===== src/verilog/jtcs_pkg.sv =====
// Purpose: constants and types for the two-die test and programming port
// Assumes: link pins sampled on ref_clk at 100 MHz
// Notes: none
package jtcs_pkg;
    localparam int unsigned IR_W = 4;
    localparam logic [IR_W-1:0] IR_BYPASS   = 4'hf;
    localparam logic [IR_W-1:0] IR_PROG_IN  = 4'h1;
    localparam logic [IR_W-1:0] IR_PROG_OUT = 4'h2;
    localparam logic [IR_W-1:0] IR_CAPTURE  = 4'h1;
    localparam logic [1:0]      FIFO_DEPTH  = 2'h2;

    typedef enum logic [15:0] {
        JTCS_RESET = 16'h0001, JTCS_IDLE  = 16'h0002, JTCS_SELDR = 16'h0004,
        JTCS_CAPDR = 16'h0008, JTCS_SHDR  = 16'h0010, JTCS_EX1DR = 16'h0020,
        JTCS_PSDR  = 16'h0040, JTCS_EX2DR = 16'h0080, JTCS_UPDR  = 16'h0100,
        JTCS_SELIR = 16'h0200, JTCS_CAPIR = 16'h0400, JTCS_SHIR  = 16'h0800,
        JTCS_EX1IR = 16'h1000, JTCS_PSIR  = 16'h2000, JTCS_EX2IR = 16'h4000,
        JTCS_UPIR  = 16'h8000
    } jtcs_state_e;

    // one programming outcome from the flash engine
    typedef struct packed {
        logic done;
        logic error;
    } jtcs_result_s;
endpackage : jtcs_pkg


===== src/verilog/jtcs_port.sv =====
// Purpose: two-die test chain, reset path and programming status pins
// Assumes: test pins are asynchronous to ref_clk and slower than ref_clk/4
// Notes: results pass a two-entry buffer so a busy status pin stall loses none
module jtcs_port
    import jtcs_pkg::*;
(
    // clock and reset
    input  wire logic                  ref_clk,
    input  wire logic                  rst,
    // test pins
    input  wire logic                  tck,
    input  wire logic                  tms,
    input  wire logic                  tdi,
    output logic                       tdo,
    // package reset and memory die reset
    input  wire logic                  reset_in,
    output logic                       mem_die_rst,
    // six-pin option
    input  wire logic                  six_pin_en,
    output logic                       prog_status_flag,
    output logic                       prog_status_flag_oe,
    output logic                       prog_error_flag,
    output logic                       prog_error_flag_oe,
    // flash engine of the memory die
    input  wire jtcs_pkg::jtcs_result_s flash_result,
    input  wire logic                  flash_result_valid,
    output logic                       flash_result_ready,
    output logic                       flash_busy_start,
    output logic                       in_system_programming
);
    import jtcs_pkg::*;

    logic [1:0] tck_s_q, tms_s_q, tdi_s_q, rin_s_q, six_s_q;
    logic       tck_d1_q;
    always_ff @(posedge ref_clk or posedge rst)
        if (rst)
        begin
            tck_s_q  <= 2'h0;
            tms_s_q  <= 2'h0;
            tdi_s_q  <= 2'h0;
            rin_s_q  <= 2'h0;
            six_s_q  <= 2'h0;
            tck_d1_q <= 1'b0;
        end
        else
        begin
            tck_s_q  <= {tck_s_q[0], tck};
            tms_s_q  <= {tms_s_q[0], tms};
            tdi_s_q  <= {tdi_s_q[0], tdi};
            rin_s_q  <= {rin_s_q[0], reset_in};
            six_s_q  <= {six_s_q[0], six_pin_en};
            tck_d1_q <= tck_s_q[1];
        end

    wire tck_rise = tck_s_q[1] & ~tck_d1_q;
    wire tck_fall = ~tck_s_q[1] & tck_d1_q;
    wire tms_s    = tms_s_q[1];
    wire tdi_s    = tdi_s_q[1];
    // package reset reaches the processor die only, which forwards it
    assign mem_die_rst = rin_s_q[1];

    logic [1:0]  ser_in, ser_out;
    logic [IR_W-1:0] ir_v [2];
    assign ser_in[0] = tdi_s;
    assign ser_in[1] = ser_out[0];

    // one tap per die; taps reset only on the module rst, never on the package reset_in
    genvar g;
    generate
        for (g = 0; g < 2; g++)
        begin : g_tap
            jtcs_state_e st_q, st_d;
            logic [IR_W-1:0] irs_q, ir_q;
            logic byp_q, out_q;
            always_comb
            begin
                unique case (st_q)
                    JTCS_RESET: st_d = tms_s ? JTCS_RESET : JTCS_IDLE;
                    JTCS_IDLE:  st_d = tms_s ? JTCS_SELDR : JTCS_IDLE;
                    JTCS_SELDR: st_d = tms_s ? JTCS_SELIR : JTCS_CAPDR;
                    JTCS_CAPDR: st_d = tms_s ? JTCS_EX1DR : JTCS_SHDR;
                    JTCS_SHDR:  st_d = tms_s ? JTCS_EX1DR : JTCS_SHDR;
                    JTCS_EX1DR: st_d = tms_s ? JTCS_UPDR  : JTCS_PSDR;
                    JTCS_PSDR:  st_d = tms_s ? JTCS_EX2DR : JTCS_PSDR;
                    JTCS_EX2DR: st_d = tms_s ? JTCS_UPDR  : JTCS_SHDR;
                    JTCS_UPDR:  st_d = tms_s ? JTCS_SELDR : JTCS_IDLE;
                    JTCS_SELIR: st_d = tms_s ? JTCS_RESET : JTCS_CAPIR;
                    JTCS_CAPIR: st_d = tms_s ? JTCS_EX1IR : JTCS_SHIR;
                    JTCS_SHIR:  st_d = tms_s ? JTCS_EX1IR : JTCS_SHIR;
                    JTCS_EX1IR: st_d = tms_s ? JTCS_UPIR  : JTCS_PSIR;
                    JTCS_PSIR:  st_d = tms_s ? JTCS_EX2IR : JTCS_PSIR;
                    JTCS_EX2IR: st_d = tms_s ? JTCS_UPIR  : JTCS_SHIR;
                    JTCS_UPIR:  st_d = tms_s ? JTCS_SELDR : JTCS_IDLE;
                    default:    st_d = JTCS_RESET;
                endcase
            end
            always_ff @(posedge ref_clk or posedge rst)
                if (rst)
                begin
                    st_q  <= JTCS_RESET;
                    irs_q <= IR_BYPASS;
                    ir_q  <= IR_BYPASS;
                    byp_q <= 1'b0;
                    out_q <= 1'b0;
                end
                else if (tck_rise)
                begin
                    st_q <= st_d;
                    if (st_q == JTCS_CAPIR)
                        irs_q <= IR_CAPTURE;
                    else if (st_q == JTCS_SHIR)
                        irs_q <= {ser_in[g], irs_q[IR_W-1:1]};
                    if (st_q == JTCS_UPIR)
                        ir_q <= irs_q;
                    else if (st_q == JTCS_RESET)
                        ir_q <= IR_BYPASS;
                    if (st_q == JTCS_CAPDR)
                        byp_q <= 1'b0;
                    else if (st_q == JTCS_SHDR)
                        byp_q <= ser_in[g];
                end
                else if (tck_fall)
                    out_q <= (st_q == JTCS_SHIR) ? irs_q[0] : byp_q;
            assign ser_out[g] = out_q;
            assign ir_v[g]    = ir_q;
        end
    endgenerate

    assign tdo = ser_out[1];

    // programming mode is entered and left purely from the chain
    logic prog_q;
    always_ff @(posedge ref_clk or posedge rst)
        if (rst)
            prog_q <= 1'b0;
        else if (ir_v[0] == IR_PROG_IN)
            prog_q <= 1'b1;
        else if (ir_v[0] == IR_PROG_OUT)
            prog_q <= 1'b0;
    // both flash and logic arrays are programmable in this mode
    assign in_system_programming = prog_q;

    // two-entry result buffer; status pin drains one entry per update
    jtcs_result_s mem_q [2];
    logic [1:0] cnt_q;
    logic       rp_q, wp_q, ok_q, rdy_q;
    wire full    = (cnt_q == FIFO_DEPTH);
    wire push    = flash_result_valid & ~full;
    wire pop     = (cnt_q != 2'h0) & prog_q;
    assign flash_result_ready = ~full;
    assign flash_busy_start   = prog_q & (cnt_q == 2'h0) & ~flash_result_valid;
    // payload needs no reset; pointers and count are cleared and both flags are set high
    always_ff @(posedge ref_clk)
        if (push)
            mem_q[wp_q] <= flash_result;
    always_ff @(posedge ref_clk or posedge rst)
        if (rst)
        begin
            cnt_q <= 2'h0;
            rp_q  <= 1'b0;
            wp_q  <= 1'b0;
            rdy_q <= 1'b1;
            ok_q  <= 1'b1;
        end
        else
        begin
            if (push)
                wp_q <= ~wp_q;
            if (pop)
            begin
                rdy_q <= mem_q[rp_q].done;
                ok_q  <= ~mem_q[rp_q].error;
                rp_q  <= ~rp_q;
            end
            else if (~prog_q)
            begin
                rdy_q <= 1'b1;
                ok_q  <= 1'b1;
            end
            cnt_q <= cnt_q + {1'b0, push} - {1'b0, pop};
        end

    // one enable for both pins, and only during programming
    wire pins_on = six_s_q[1] & prog_q;
    assign prog_status_flag    = rdy_q;
    assign prog_error_flag     = ok_q;
    assign prog_status_flag_oe = pins_on;
    assign prog_error_flag_oe  = pins_on;

    a_pins_paired: assert property (@(posedge ref_clk) disable iff (rst)
        prog_status_flag_oe == prog_error_flag_oe)
        else $error("status and error enables differ");
    a_pins_prog_only: assert property (@(posedge ref_clk) disable iff (rst)
        prog_status_flag_oe |-> in_system_programming)
        else $error("status pins driven outside programming");
    a_chain_order: assert property (@(posedge ref_clk) disable iff (rst)
        (tck_fall && g_tap[1].st_q == JTCS_SHDR) |=> tdo == $past(g_tap[1].byp_q))
        else $error("serial output not from processor die");
    a_chain_link: assert property (@(posedge ref_clk) disable iff (rst)
        (tck_rise && g_tap[1].st_q == JTCS_SHDR) |=> g_tap[1].byp_q == $past(g_tap[0].out_q))
        else $error("processor die not fed by memory die");
    a_reset_path: assert property (@(posedge ref_clk) disable iff (rst)
        (!$past(rst) && !$past(rst, 2)) |-> mem_die_rst == $past(reset_in, 2))
        else $error("memory die reset not forwarded");
    a_tap_stable: assert property (@(posedge ref_clk) disable iff (rst)
        !tck_rise |=> $stable(g_tap[0].st_q))
        else $error("tap moved without test clock edge");
    a_tap_shared: assert property (@(posedge ref_clk) disable iff (rst)
        g_tap[0].st_q == g_tap[1].st_q)
        else $error("tap states diverged");
    a_tap_reset5: assert property (@(posedge ref_clk) disable iff (rst)
        (tck_rise && tms_s && g_tap[0].st_q == JTCS_SELIR) |=> g_tap[0].st_q == JTCS_RESET)
        else $error("tap did not reach reset");
    a_status_idle: assert property (@(posedge ref_clk) disable iff (rst)
        (!prog_q && !$past(prog_q)) |-> prog_status_flag && prog_error_flag)
        else $error("status flags not idle");
    c_prog_enter: cover property (@(posedge ref_clk) disable iff (rst) $rose(prog_q));
    c_err_seen: cover property (@(posedge ref_clk) disable iff (rst) $fell(prog_error_flag));
    c_fifo_full: cover property (@(posedge ref_clk) disable iff (rst) full);
    c_refused: cover property (@(posedge ref_clk) disable iff (rst)
        flash_result_valid && !flash_result_ready);
    c_busy_seen: cover property (@(posedge ref_clk) disable iff (rst) flash_busy_start);
endmodule : jtcs_port


===== config.mk =====
export PLATFORM = sky130hd
export DESIGN_NAME = jtcs_port
export DESIGN_NICKNAME = d
export VERILOG_FILES = /design/src/verilog/jtcs_pkg.sv /design/src/verilog/jtcs_port.sv
export SDC_FILE = /design/constraint.sdc
export NUM_CORES = 1
export LEC_CHECK = 0
export ABC_AREA = 1
export BUFFER_PORTS_ARGS = -buffer_cell sky130_fd_sc_hd__buf_2
export CORE_MARGIN = 5
export CORE_UTILIZATION = 25
export DETAILED_ROUTE_END_ITERATION = 8
export GPL_TIMING_DRIVEN = 1
export PLACE_DENSITY_LB_ADDON = 0.15
export SLEW_MARGIN = 20
export SYNTH_ARGS = -nofsm -noshare
export SYNTH_HDL_FRONTEND = slang
export SYNTH_SLANG_ARGS = --single-unit

===== constraint.sdc =====
create_clock -name ref_clk -period 2.14 [get_ports ref_clk]
set_input_delay 0.214 -clock ref_clk [delete_from_list [all_inputs] [get_ports ref_clk]]
set_output_delay 0.214 -clock ref_clk [all_outputs]
set_load 0.01 [all_outputs]

==> summary.md <==
| Metric | Value |
|---|---|
| Synth Area in Adders | `0.00689` |
| Clock Tree Buf Depth | `2` |
| Pwr/cell area | `982 nW/um^2` |
| Post-DRT Antenna Nets | `0` |
| H-tree depth | `3` |
| Synth Area in Compound Gates | `0.107` |
| Worst hold path class | `input pin to async pin` |
| Max Cap Viol | `0` |
| Drt drc | `0` |
| Run status | `finished with violations` |
| Cell Rows | `44` |
| Reg power frac | `0.384` |
| Total nets after synthesis | `441` |
| Post-synthesis mux area share | `0` |
| Largest net degree at the start of global routing | `28` |
| Failing checks | `hold timing` |
| Minimum clock period | `1.86 ns` |
| Inserted Clock Buffers | `9` |
| Syn. warnings | `0` |
| CORE AREA | `14400 sq um` |
| Switching portion of total power | `0.307` |
| First-pass GRT wire length | `14.0 mm` |
| DR WL/cell | `12.7 um` |
| Synth cell types | `41` |
| Total gr overflow | `0` |
| Final nets | `474` |
| Fin. Hold Viols | `16` |
| GRT Resource Usage Total | `0.105` |
| Ant diodes | `0` |
| Crit path max fanout | `10` |
| Simple-gate share of the synthesized area | `0.306` |
| Vias in the first global route | `2825` |
| #FFs+latches synth | `70` |
| Initial Util | `0.253` |
| Total of fill cells in the finished design | `1503` |
| Clk network pwr share | `0.386` |
| Crit Path Category | `flip-flop to flip-flop` |
| CP max-delay cell | `clkinv_1` |
| Boundary pin count | `19` |
| Initial antenna violation count | `0` |
| Die height | `131 um` |
| Routability cong. | `0.813` |
| XOR/XNOR share of the synthesized area | `0.00724` |
| Leading cell type in the layout, fill and taps excluded | `nand2_1` |
| CP max stage delay | `0.52 ns` |
| # clock sinks | `70` |
| Clock slew at reported path FFs | `0.06 ns` |
| Period utilization | `0.871` |
| FFs w/ async S/R, synth | `0.943` |
| EDFF count, synth | `4` |
| Internal power | `2.96 mW` |
| Chip width | `131 um` |
| Final core area utilization | `0.303` |
| Avg Inst Size Synth | `8.46 sq um` |
| Dpl hpwl | `6.08 mm` |
| Max rail drop VDD | `315 uV` |
| Detailed Route WL | `8.25 mm` |
| Endpoint class of the critical path | `flip-flop` |
| Final setup violation count | `0` |
| CTS tree | `yes` |
| Critical path data arrival time | `2.11 ns` |
| Cell Area, Synth | `3630 sq um` |
| Sequential fraction of the synthesis area | `0.493` |
| Max-slew headroom | `0.569` |
| Clock latency on the worst-skew pair | `0.33 ns` |
| Vias | `2816` |
| Post_cts resized | `0` |
| IO buf count | `18` |
| Worst-margin pin slew | `0.645 ns` |
| Worst Skew | `0.00997 ns` |
| Hold WS | `-0.0263 ns` |
| Worst Path Required | `2.38 ns` |
| P&R area growth vs syn | `19.9%` |
| Crit-path cells | `inv_1, nand2_2, nor2_1, clkinv_1, o22ai_1` |
| Static leakage | `2.01 nW` |
| Total iterations of the first detailed-routing run | `4` |
| Switch Pwr | `1.31 mW` |
| Commonest non-fill, non-tap cells in the layout | `81 x nand2_1, 57 x inv_1, 56 x nor2_1, 50 x dfrtp_1, 25 x nand3_1` |
| Most used DFF post-synth | `dfrtp_1` |
| Combinational fraction of design power | `0.230` |
| DP Worst Slack | `0.224 ns` |
| Via-to-Cell Ratio | `4.33` |
| CP startpoint kind | `flip-flop` |
| TNS Setup | `0 ns` |
| Post-CTS Repair Setup Buffers | `0` |
| Root Driver | `clkbuf_16` |
| Initial detailed-routing violation count | `159` |
| Worst Setup Slack, final | `0.276 ns` |
| Max Slew Vio Count | `0` |
| Share of layout cells above drive strength 1 | `0.223` |
| Mapped Cells | `429` |
| Die area | `17000 sq um` |
| Max Freq | `0.536 GHz` |
| Largest family of logic cells by synthesized area | `simple AND/OR/NAND/NOR gates` |
| RSZ-0062 raised after global routing | `no` |
## final cells by class
class	instances	area, sq um	area share
flip-flops and latches	70	1790	0.411
clock buffers	11	253	0.0580
repair buffers	29	210	0.0483
well taps	184	230	0.0529
clock inverters	5	81.3	0.0187
inverters	63	236	0.0543
multi-input cells	289	1550	0.356
## sequential cells by signal (all words and copies together) (netlist names), 2 cells and up
signal / count
mem_q: 4
g_tap.irs_q: 8
cnt_q: 2
g_tap.ir_q: 4
tms_s_q: 2
g_tap.byp_q: 2
tck_s_q: 2
rin_s_q: 2
six_s_q: 2
tdi_s_q: 2
g_tap.st_q: 32
## worst paths after layout
kind	from	to	slack, ns	cells past startpoint
max	tck_d1_q	g_tap[0].st_q[11]	0.28	5
min	rst	rin_s_q[1]	-0.03	2
max reg2reg	tck_d1_q	g_tap[0].st_q[11]	0.28	5
min reg2reg	tdi_s_q[0]	tdi_s_q[1]	0.35	0
max in group asynchronous	rst	g_tap[0].st_q[0]	1.54	3
min in group ref_clk	flash_result[0]	mem_q[1][0]	0.08	1
## Yosys cell counts (2+ instances only)
cell / number / area share
nand2_1: 81 / 0.084
inv_1: 58 / 0.060
nor2_1: 56 / 0.058
dfrtp_1: 50 / 0.34
nand3_1: 25 / 0.034
o22ai_1: 17 / 0.029
dfstp_2: 16 / 0.12
o21ai_0: 15 / 0.021
a21oi_1: 11 / 0.015
nand2_2: 11 / 0.019
nor3_1: 10 / 0.014
nor2_2: 9 / 0.016
o21ai_1: 9 / 0.012
nor2_4: 7 / 0.022
nand4_1: 6 / 0.010
nand2_4: 5 / 0.016
a31oi_1: 4 / 0.0069
edfxtp_1: 4 / 0.033
inv_2: 4 / 0.0041
nor2_8: 3 / 0.017
a22oi_1: 2 / 0.0041
buf_2: 2 / 0.0028
clkbuf_1: 2 / 0.0021
ha_1: 2 / 0.0069
nand3b_1: 2 / 0.0041
o21ai_2: 2 / 0.0048
xor2_1: 2 / 0.0048
## layer usage
layer,part of all wire,global-route usage,up-vias
met3,0.029,0.0232,11
met2,0.48,0.161,29
met1,0.48,0.143,1322
li1,-,-,1454
met4,0.018,0.0417,0
met5,0,0,-
## cells by family (layout without fill, tap and decap cells)
logic type,count (synthesis),count (layout)
buffers and inverters,70,108
DFF,70,70
AOI/OAI and AO/OA,65,65
and+or+nand+nor,219,219
xor gates and xnor gates,3,3
adders and majority gates,2,2
## critical path, delay by kind of cell, from the launching register on
family          cells  cell delay, ns
buf+inv             2            0.59
simple gates        2            0.56
flops               1            0.36
compound gates      1            0.27
## timing repair
item | 4_1_cts | 5_1_grt
hold endpoints to repair | 5 | 0
endpoints found under the setup margin | 0 | 0
hold buffers | 5 | 0
## per-stage QoR
step | std cells | cell area [sq um] | power, mW | hold slack [ns]
floorplan | 429 | 3630 | 2.46 | 0.245
detailed placement | 630 | 3970 | 2.65 | 0.323
global placement | 630 | 3970 | 2.64 | 0.322
global route | 651 | 4350 | 4.54 | 0.0268
CTS | 651 | 4350 | 4.34 | 0.00280
finish | 651 | 4350 | 4.28 | -0.0263
## power by group through the flow
stage / clock (mW) / combinational [mW] / sequential (mW)
5_1_grt: 1.75 / 1.12 / 1.66
3_3_place_gp: 0 / 0.982 / 1.66
4_1_cts: 1.70 / 1.00 / 1.64
6_report: 1.65 / 0.983 / 1.64
2_1_floorplan: 0 / 0.807 / 1.65
3_5_place_dp: 0 / 0.993 / 1.66
(Power assumes the default switching activity.)
